==> src/core/stat_pkg.sv <==
// Constants for the serial status readback map
package stat_pkg;
  localparam int WORD_W = 16;
  localparam int DATA_W = 12;
  localparam int NCH = 5;
  localparam int NIN = 4;
  localparam int NPIN_SYNC = 13;
  // Word addresses
  localparam logic [3:0] ADDR_UNUSED0 = 4'h0;
  localparam logic [3:0] ADDR_QUICK = 4'h1;
  localparam logic [3:0] ADDR_CH1 = 4'h2;
  localparam logic [3:0] ADDR_DEVICE = 4'h7;
  localparam logic [3:0] ADDR_PIN_OUT = 4'h8;
  localparam logic [3:0] ADDR_IDENT = 4'h9;
  localparam logic [3:0] ADDR_TEST = 4'hF;
  localparam logic [3:0] READ_ADDR_RST = 4'h1;
  // Common summary bits
  localparam int BIT_FAIL_MODE = 11;
  localparam int BIT_DEV_SUM = 10;
  localparam int BIT_OVERLOAD = 9;
  localparam int BIT_OPEN_LOAD = 8;
  // Quick status word
  localparam int BIT_PWM_CLOCK_FAIL_FLAG = 5;
  localparam int BIT_RCF = 6;
  localparam int BIT_CPF = 7;
  // Channel status word
  localparam int BIT_OLOFF = 0;
  localparam int BIT_OLON = 1;
  localparam int OC_LSB = 2;
  localparam int BIT_OTW = 5;
  localparam int BIT_OTS = 6;
  // Device status word
  localparam int BIT_LIMP = 0;
  localparam int BIT_SERIAL_FAIL_FLAG = 1;
  localparam int BIT_UVF = 2;
  localparam int BIT_OVF = 3;
  localparam int BIT_TMF = 4;
  // Pin and output word
  localparam int CMP_LSB = 0;
  localparam int DIN_LSB = 5;
  localparam int BIT_TOGGLE = 9;
  // Identification word
  localparam int TYPE_LSB = 0;
  localparam int FAMILY_LSB = 3;
  localparam int REV_LSB = 5;
  localparam int BIT_ID_UV = 10;
  // Reset values and fills
  localparam logic RCF_RST = 1'b1;
  localparam logic [DATA_W-1:0] UNUSED_FILL = 12'h000;
  localparam logic [DATA_W-1:0] WORD_RST = 12'h000;
  typedef enum logic [2:0] {
    OC_NONE = 3'h0,
    OC_HIGH_ONE = 3'h1,
    OC_HIGH_TWO = 3'h2,
    OC_HIGH_THREE = 3'h3,
    OC_LOW = 3'h4,
    OC_ON_DEMAND = 3'h5,
    OC_SEVERE_SHORT = 3'h6,
    OC_UNUSED = 3'h7
  } oc_code_e;
  typedef enum logic [1:0] {
    FR_IDLE = 2'b00,
    FR_SHIFT = 2'b01,
    FR_FINISH = 2'b11
  } frame_state_e;
endpackage

==> src/core/frame_if.sv <==
// Frame handshake between serial shifter and status core
`timescale 1ns/1ns
interface frame_if;
  import stat_pkg::*;
  logic [WORD_W-1:0] tx_word;
  logic start;
  logic done;
  logic good;
  logic [WORD_W-1:0] rx_word;
  modport shifter (input tx_word, output start, done, good, rx_word);
  modport core (output tx_word, input start, done, good, rx_word);
endinterface

==> src/core/spi_status_readback_map.sv <==
// Status readback word map returned on the serial data output
`timescale 1ns/1ns
module spi_status_readback_map
  import stat_pkg::*;
#(
  parameter logic [2:0] DEVICE_TYPE = 3'h0,  // Arbitrary value
  parameter logic [1:0] DEVICE_FAMILY = 2'h0,  // Arbitrary value
  parameter logic [2:0] DESIGN_REV = 3'h1  // Arbitrary value
)(
  input wire logic CLK_SYS,
  input wire logic NRST,
  input wire logic CSB,
  input wire logic SCLK,
  input wire logic SI,
  output logic SO_DATA,
  output logic SO_OE_N,
  input wire logic LIMP_PIN,
  input wire logic [NIN-1:0] DIRECT_IN,
  input wire logic [NCH-1:0] OUT_CMP,
  input wire logic FAIL_MODE,
  input wire logic [NIN-1:0] INPUT_ON,
  input wire logic [3*NCH-1:0] CH_OC_CODE,
  input wire logic [NCH-1:0] CH_OTW,
  input wire logic [NCH-1:0] CH_OTS,
  input wire logic [NCH-1:0] CH_OLON,
  input wire logic [NCH-1:0] CH_OLOFF,
  input wire logic UNDERVOLT,
  input wire logic OVERVOLT,
  input wire logic CP_FAULT,
  input wire logic CLOCK_FAIL,
  input wire logic TEST_MODE
);
  frame_if fr ();

  logic [NPIN_SYNC-1:0] pins_s;
  logic csb_s;
  logic sclk_s;
  logic si_s;
  logic limp_s;
  logic [NIN-1:0] din_s;
  logic [NCH-1:0] cmp_s;
  logic [3:0] read_addr_r;
  logic [3:0] snap_addr_r;
  logic [WORD_W-1:0] snap_r;
  logic [2:0] oc_r [NCH];
  logic [NCH-1:0] otw_r;
  logic [NCH-1:0] ots_r;
  logic [NCH-1:0] olon_r;
  logic [NCH-1:0] oloff_r;
  logic [NCH-1:0] oc_any;
  logic [NCH-1:0] qsf;
  logic uv_r;
  logic ov_r;
  logic cp_r;
  logic pwm_clock_fail_flag_r;
  logic tm_r;
  logic rcf_r;
  logic serial_fail_flag_r;
  logic [DATA_W-1:0] word_a [16];

  sync_bank #(.W(NPIN_SYNC)) u_sync (
    .clk(CLK_SYS),
    .nrst(NRST),
    .d({CSB, SCLK, SI, LIMP_PIN, DIRECT_IN, OUT_CMP}),
    .q(pins_s)
  );
  assign {csb_s, sclk_s, si_s, limp_s, din_s, cmp_s} = pins_s;

  word_shifter u_shift (
    .clk(CLK_SYS),
    .nrst(NRST),
    .csb_s(csb_s),
    .sclk_s(sclk_s),
    .si_s(si_s),
    .so_data(SO_DATA),
    .so_oe_n(SO_OE_N),
    .fr(fr)
  );

  // Read-clear acts only in a complete frame, on shipped bits; a quick-word read also clears uv_r, ov_r, tm_r on its bits 2 to 4
  wire rd_ok = fr.done & fr.good;
  wire bad_frame = fr.done & ~fr.good;
  wire clr_quick = rd_ok & (snap_addr_r == ADDR_QUICK);
  wire clr_dev = rd_ok & ((snap_addr_r == ADDR_QUICK) | (snap_addr_r == ADDR_DEVICE));
  wire clr_serial_fail_flag = rd_ok & (snap_addr_r == ADDR_DEVICE);

  wire open_load_summary_flag = (|olon_r) | (|oloff_r);
  wire overload_summary_flag = (|oc_any) | (|ots_r);
  wire device_summary_flag = uv_r | ov_r | cp_r | rcf_r | pwm_clock_fail_flag_r | tm_r;
  wire [3:0] summary = {FAIL_MODE, device_summary_flag, overload_summary_flag, open_load_summary_flag};
  wire toggle = |INPUT_ON;

  always_ff @(posedge CLK_SYS or negedge NRST)
  begin
    if (!NRST)
    begin
      read_addr_r <= READ_ADDR_RST;
      snap_addr_r <= ADDR_UNUSED0;
      snap_r <= 16'h0000;
    end
    else
    begin
      if (fr.start)
      begin
        snap_addr_r <= read_addr_r;
        snap_r <= fr.tx_word;
      end
      if (rd_ok)
        read_addr_r <= fr.rx_word[WORD_W-1:WORD_W-4];
    end
  end

  // Per-channel sticky faults; a new event wins over a read-clear
  generate
    for (genvar i = 0; i < NCH; i++)
    begin : g_ch
      wire [2:0] oc_in = CH_OC_CODE[3*i +: 3];
      wire clr = rd_ok & (snap_addr_r == (ADDR_CH1 + 4'(i)));
      always_ff @(posedge CLK_SYS or negedge NRST)
      begin
        if (!NRST)
        begin
          oc_r[i] <= OC_NONE;
          otw_r[i] <= 1'b0;
          ots_r[i] <= 1'b0;
          olon_r[i] <= 1'b0;
          oloff_r[i] <= 1'b0;
        end
        else
        begin
          if (oc_in != OC_NONE)
            oc_r[i] <= oc_in;
          else if (clr && snap_r[OC_LSB +: 3] == oc_r[i])
            oc_r[i] <= OC_NONE;
          otw_r[i] <= CH_OTW[i] | (otw_r[i] & ~(clr & snap_r[BIT_OTW]));
          ots_r[i] <= CH_OTS[i] | (ots_r[i] & ~(clr & snap_r[BIT_OTS]));
          olon_r[i] <= CH_OLON[i] | (olon_r[i] & ~(clr & snap_r[BIT_OLON]));
          oloff_r[i] <= CH_OLOFF[i] | (oloff_r[i] & ~(clr & snap_r[BIT_OLOFF]));
        end
      end
      assign oc_any[i] = (oc_r[i] != OC_NONE);
      assign qsf[i] = oc_any[i] | otw_r[i] | ots_r[i] | olon_r[i] | oloff_r[i];
      assign word_a[ADDR_CH1 + 4'(i)] = {summary, 1'b0, ots_r[i], otw_r[i], oc_r[i],
        olon_r[i], oloff_r[i]};
    end
  endgenerate

  // Device-level sticky flags
  always_ff @(posedge CLK_SYS or negedge NRST)
  begin
    if (!NRST)
    begin
      uv_r <= 1'b0;
      ov_r <= 1'b0;
      cp_r <= 1'b0;
      pwm_clock_fail_flag_r <= 1'b0;
      tm_r <= 1'b0;
      rcf_r <= RCF_RST;
      serial_fail_flag_r <= 1'b0;
    end
    else
    begin
      uv_r <= UNDERVOLT | (uv_r & ~(clr_dev & snap_r[BIT_UVF]));
      ov_r <= OVERVOLT | (ov_r & ~(clr_dev & snap_r[BIT_OVF]));
      tm_r <= TEST_MODE | (tm_r & ~(clr_dev & snap_r[BIT_TMF]));
      cp_r <= CP_FAULT | (cp_r & ~(clr_quick & snap_r[BIT_CPF]));
      pwm_clock_fail_flag_r <= CLOCK_FAIL | (pwm_clock_fail_flag_r & ~(clr_quick & snap_r[BIT_PWM_CLOCK_FAIL_FLAG]));
      rcf_r <= rcf_r & ~(clr_quick & snap_r[BIT_RCF]);
      serial_fail_flag_r <= bad_frame | (serial_fail_flag_r & ~(clr_serial_fail_flag & snap_r[BIT_SERIAL_FAIL_FLAG]));
    end
  end

  assign word_a[ADDR_UNUSED0] = UNUSED_FILL;
  assign word_a[ADDR_QUICK] = {summary, cp_r, rcf_r, pwm_clock_fail_flag_r, qsf};
  assign word_a[ADDR_DEVICE] = {summary, 3'h0, tm_r, ov_r, uv_r, serial_fail_flag_r, limp_s};
  assign word_a[ADDR_PIN_OUT] = {FAIL_MODE, 1'b0, toggle, din_s, cmp_s};
  assign word_a[ADDR_IDENT] = {FAIL_MODE, uv_r, 2'h0, DESIGN_REV, DEVICE_FAMILY,
    DEVICE_TYPE};
  generate
    for (genvar a = 10; a < 16; a++)
    begin : g_unused
      assign word_a[a] = UNUSED_FILL;
    end
  endgenerate

  assign fr.tx_word = {read_addr_r, word_a[read_addr_r]};

  // Checks
  logic alive_r;
  always_ff @(posedge CLK_SYS or negedge NRST)
  begin
    if (!NRST)
      alive_r <= 1'b0;
    else
      alive_r <= 1'b1;
  end
endmodule

==> src/core/sync_bank.sv <==
// Two-flop synchronisers for asynchronous pins
`timescale 1ns/1ns
module sync_bank
  import stat_pkg::*;
#(
  parameter int W = NPIN_SYNC
)(
  input wire logic clk,
  input wire logic nrst,
  input wire logic [W-1:0] d,
  output logic [W-1:0] q
);
  logic [W-1:0] meta_r;
  logic [W-1:0] hold_r;

  generate
    for (genvar i = 0; i < W; i++)
    begin : g_bit
      always_ff @(posedge clk or negedge nrst)
      begin
        if (!nrst)
        begin
          meta_r[i] <= 1'b0;
          hold_r[i] <= 1'b0;
        end
        else
        begin
          meta_r[i] <= d[i];
          hold_r[i] <= meta_r[i];
        end
      end
    end
  endgenerate

  assign q = hold_r;
endmodule

==> src/core/word_shifter.sv <==
// Serial frame engine: shifts one status word out per chip-select frame
`timescale 1ns/1ns
module word_shifter
  import stat_pkg::*;
(
  input wire logic clk,
  input wire logic nrst,
  input wire logic csb_s,
  input wire logic sclk_s,
  input wire logic si_s,
  output logic so_data,
  output logic so_oe_n,
  frame_if.shifter fr
);
  frame_state_e state_r;
  frame_state_e state_nxt;
  logic csb_d_r;
  logic sclk_d_r;
  logic [WORD_W-1:0] sh_r;
  logic [WORD_W-1:0] rx_r;
  logic [3:0] cnt_r;
  logic any_r;
  logic so_r;
  logic oe_n_r;
  logic done_r;
  logic good_r;

  wire csb_fall = csb_d_r & ~csb_s;
  wire csb_rise = ~csb_d_r & csb_s;
  wire sclk_fall = sclk_d_r & ~sclk_s;
  wire in_shift = (state_r == FR_SHIFT);
  wire bit_step = in_shift & sclk_fall & ~csb_s;

  always_comb
  begin
    state_nxt = state_r;
    unique case (state_r)
      FR_IDLE: if (csb_fall) state_nxt = FR_SHIFT;
      FR_SHIFT: if (csb_rise) state_nxt = FR_FINISH;
      FR_FINISH: state_nxt = FR_IDLE;
      default: state_nxt = FR_IDLE;
    endcase
  end

  always_ff @(posedge clk or negedge nrst)
  begin
    if (!nrst)
    begin
      state_r <= FR_IDLE;
      csb_d_r <= 1'b0;
      sclk_d_r <= 1'b0;
    end
    else
    begin
      state_r <= state_nxt;
      csb_d_r <= csb_s;
      sclk_d_r <= sclk_s;
    end
  end

  // Word loads at frame start; SI sampled and SO advanced on SCLK falling
  always_ff @(posedge clk or negedge nrst)
  begin
    if (!nrst)
    begin
      sh_r <= 16'h0000;
      rx_r <= 16'h0000;
      cnt_r <= 4'h0;
      any_r <= 1'b0;
    end
    else if (state_r == FR_IDLE && csb_fall)
    begin
      sh_r <= fr.tx_word;
      cnt_r <= 4'h0;
      any_r <= 1'b0;
    end
    else if (bit_step)
    begin
      sh_r <= {sh_r[WORD_W-2:0], 1'b0};
      rx_r <= {rx_r[WORD_W-2:0], si_s};
      cnt_r <= cnt_r + 4'h1;
      any_r <= 1'b1;
    end
  end

  always_ff @(posedge clk or negedge nrst)
  begin
    if (!nrst)
    begin
      so_r <= 1'b0;
      oe_n_r <= 1'b1;
      done_r <= 1'b0;
      good_r <= 1'b0;
    end
    else
    begin
      done_r <= in_shift & csb_rise;
      good_r <= any_r & (cnt_r == 4'h0);
      if (state_r == FR_IDLE && csb_fall)
        so_r <= fr.tx_word[WORD_W-1];
      else if (bit_step)
        so_r <= sh_r[WORD_W-2];
      if (state_r == FR_IDLE && csb_fall)
        oe_n_r <= 1'b0;
      else if (in_shift && csb_rise)
        oe_n_r <= 1'b1;
    end
  end

  assign so_data = so_r;
  assign so_oe_n = oe_n_r;
  // Start marks the load cycle so the snapshot matches the shipped word
  assign fr.start = (state_r == FR_IDLE) & csb_fall;
  assign fr.done = done_r;
  assign fr.good = good_r;
  assign fr.rx_word = rx_r;
endmodule

==> config.mk <==
export PLATFORM = sky130hd
export DESIGN_NAME = spi_status_readback_map
export DESIGN_NICKNAME = d
export VERILOG_FILES = /design/src/core/stat_pkg.sv /design/src/core/frame_if.sv /design/src/core/spi_status_readback_map.sv /design/src/core/sync_bank.sv /design/src/core/word_shifter.sv
export SDC_FILE = /design/constraint.sdc
export NUM_CORES = 1
export LEC_CHECK = 0
export BUFFER_PORTS_ARGS = -buffer_cell sky130_fd_sc_hd__buf_2
export CAP_MARGIN = 40
export CORE_AREA = 2 2 104 106
export DETAILED_ROUTE_END_ITERATION = 16
export DIE_AREA = 0 0 106 108
export PLACE_DENSITY = 0.84
export SYNTH_ARGS = -nofsm -noshare
export SYNTH_HDL_FRONTEND = slang
export SYNTH_SLANG_ARGS = --single-unit
==> constraint.sdc <==
create_clock -name CLK_SYS -period 4.7 [get_ports CLK_SYS]
set_input_delay 0.705 -clock CLK_SYS [delete_from_list [all_inputs] [get_ports CLK_SYS]]
set_output_delay 0.705 -clock CLK_SYS [all_outputs]
set_load 0.02 [all_outputs]
==> run summary <==
Share of cells above drive strength 1 - 24.3%
Post-synth top area share - 56.9%
Initial antenna violation count - 0
Commonest cells in the synthesized netlist - 125 x dfrtp_1, 94 x nand2_1, 47 x a21o_1
Status - finished clean
CTS tree - done
Rows - 37
Register area - 0.00321 mm²
Period utilization - 47.5%
H-tree levels - 4
Multi-input gate area - 0.00217 mm²
Drt pass-1 iters - 5
Non-Filler Instances - 691
Post-synth EDFFs - 0
FF+latch count, synth - 128
Die area - 0.0114 mm²
Main combinational cell family by area after synthesis - compound AO/OA/AOI/OAI gates
GRT Util Overall - 24.5%
Critical path class - register to register
Hold WS - 0.246 ns
Fin. max-slew vios - 0
Core area - 0.0102 mm²
DR iter-0 viols - 414
Placed insts - 660
Worst VDD drop - 0.000268 V
Worst Tran Pin Value - 0.825 ns
RSZ-0062 raised after global routing - no
Crit-path max FO - 23
Post-synthesis mux area share - 5.39%
Post-CTS Repair Setup Buffers - 0
XOR/XNOR Fraction of Synth Area - 2.87%
Type of destination of the critical path - register
Final Skew - 0.00892 ns
Routed Antenna Nets - 0
Fillers - 769
Ys Warns - 0
Fmax - 0.448 GHz
Seq/Total Area, Yosys - 58.3%
Vias in the first global route - 4,287
GRT overflow - 0
Starting Density - 53.8%
Clk_lat worst skew - 0.52 ns
Final GP Congestion - 0.950
Final setup vio count - 0
Dpl hpwl - 9040 µm
Sink Count - 128
Worst EP arrival - 2.58 ns
Global-route wire length before repair - 21,500 µm
Rel. slew slack - 44.5%
Setup TNS - 0 ns
Tmin final - 2.23 ns
Port Buffers - 61
Ys async rst share - 100%
CTS root buf - clkbuf_8
Top-count cell post-synth - dfrtp_1
Total of max-cap violations - 0
Tightest Hold Check Type - primary input to async pin
Post-Synth Adder-Cell Area - 0.455%
Pwr/cell area - 465 mW/mm²
Post-synthesis simple-gate area fraction - 14.9%
Top post-synthesis cells by area - dfrtp_1 57%, a21o_1 6.4%, nand2_1 6.4%, mux2_2 3.1%, xor2_1 2.7%
Hold-fix buffers, CTS - 0
Syn-to-layout area delta - 18.0%
Syn nets - 542
Power, Total - 3.02 mW
Io pins - 62
Pin count of the biggest net entering global routing - 62
Mapped cell area - 0.00550 mm²
Final nets - 605
# resized after CTS - 0
Library cells used by synthesis - 55
Clock Tree Buf Depth - 2
DR DRC count - 0
Worst Path Required - 5.05 ns
Final hold vios - 0
Drt via density - 5.97
Startpoint class of the critical path - register
Predominant post-synthesis flop cell - dfrtp_1
LEAKAGE - 2.86 nW
Num CTS Buffers - 17
Die outline width - 106 µm
Avg Inst Size Synth - 11.5 µm²
N_diodes - 0
Vias after detailed routing - 4,126
Clk slew on worst S/H paths - 0.06 ns
Post-Route WL - 13,200 µm
Chip Height - 108 µm
Syn Inst Count - 480
Compound-gate portion of the synthesized area - 15.8%
Cell taking the most area after synthesis - dfrtp_1
Drt wl/cell - 19.1 µm
-- final timing paths --
kind	from	endpoint	slack [ns]	cells past startpoint
worst max-delay path	u_sync.q[12]	u_shift.sh_r[6]	2.47	4
worst min-delay path	NRST	u_sync.meta_r[10]	0.25	1
worst max register to register	u_sync.q[12]	u_shift.sh_r[6]	2.47	4
worst min register to register	u_sync.meta_r[6]	u_sync.q[6]	0.35	0
max in group asynchronous	NRST	rcf_r	3.47	2
min in group CLK_SYS	CSB	u_sync.meta_r[12]	0.29	1
-- flip-flops by register name (all words and copies together), names as in the netlist, 2 cells and up --
register / cells
snap_r: 8
u_shift.sh_r: 15
u_shift.state_r: 2
u_shift.fr.rx_word: 16
u_shift.cnt_r: 4
u_sync.meta_r: 13
snap_addr_r: 4
olon_r: 5
ots_r: 5
read_addr_r: 4
otw_r: 5
oloff_r: 5
u_sync.q: 13
oc_r: 15
-- area by class of cell --
type | instances | share of cell area (%)
sequential | 128 | 49.4
multi-input combinational | 324 | 33.5
clock buffer | 19 | 6.81
timing repair buffer | 65 | 5.21
tap | 136 | 2.62
clock inverter | 12 | 2.08
inverter | 7 | 0.405
-- layer usage --
layer	part of all wire [%]	global-route usage (%)	vias to the layer above
li1	-	-	1844
met1	42	32.1	2095
met2	50	39.7	159
met3	6.1	5.61	28
met4	2.4	10.6	0
met5	0	0	-
-- layout by cell type, fill, tap and decap left out, types with 5 or more instances in the layout --
cell type / count
dfrtp_1: 125
nand2_1: 94
buf_2: 60
a21o_1: 47
xor2_1: 17
a21oi_1: 16
clkbuf_16: 16
mux2_2: 15
nor2_1: 13
nor3_1: 10
o21ai_0: 9
inv_1: 7
nand3_1: 7
or4_1: 7
mux2i_1: 6
a221o_1: 6
a2111oi_2: 5
buf_4: 5
-- worst max-delay path, cell delays in order, from the launching register on --
cell and delay (ns):
dfrtp_1 0.44, or4b_1 0.94, a21oi_1 0.34, o31ai_1 0.16, a21boi_1 0.17
-- power breakdown --
part           switching (mW)  internal [mW]  total (mW)
Sequential              0.162           1.24        1.40
Clock                   0.488          0.782        1.27
Combinational           0.194          0.157       0.352
Total                   0.845           2.17        3.02
-- cell families after synthesis --
| family | count (synthesis) |
|---|---|
| AO/OA/AOI/OAI | 115 |
| XOR/XNOR | 18 |
| adder cells (fa/ha/maj) | 2 |
| buffers and inverters | 28 |
| flip-flops | 128 |
| multiplexers | 24 |
| AND/OR/NAND/NOR | 165 |
-- stage by stage --
stage / setup WS (ns) / utilization, % / instance area, µm²
2_1_floorplan: 3.07 / - / 5500
3_3_place_gp: 2.69 / 57.8 / 5910
3_5_place_dp: 2.62 / 57.8 / 5910
4_1_cts: 2.52 / 63.4 / 6490
5_1_grt: 2.40 / 63.4 / 6490
6_report: 2.47 / 63.4 / 6490
No activity file was read; power rests on OpenSTA's default activity.
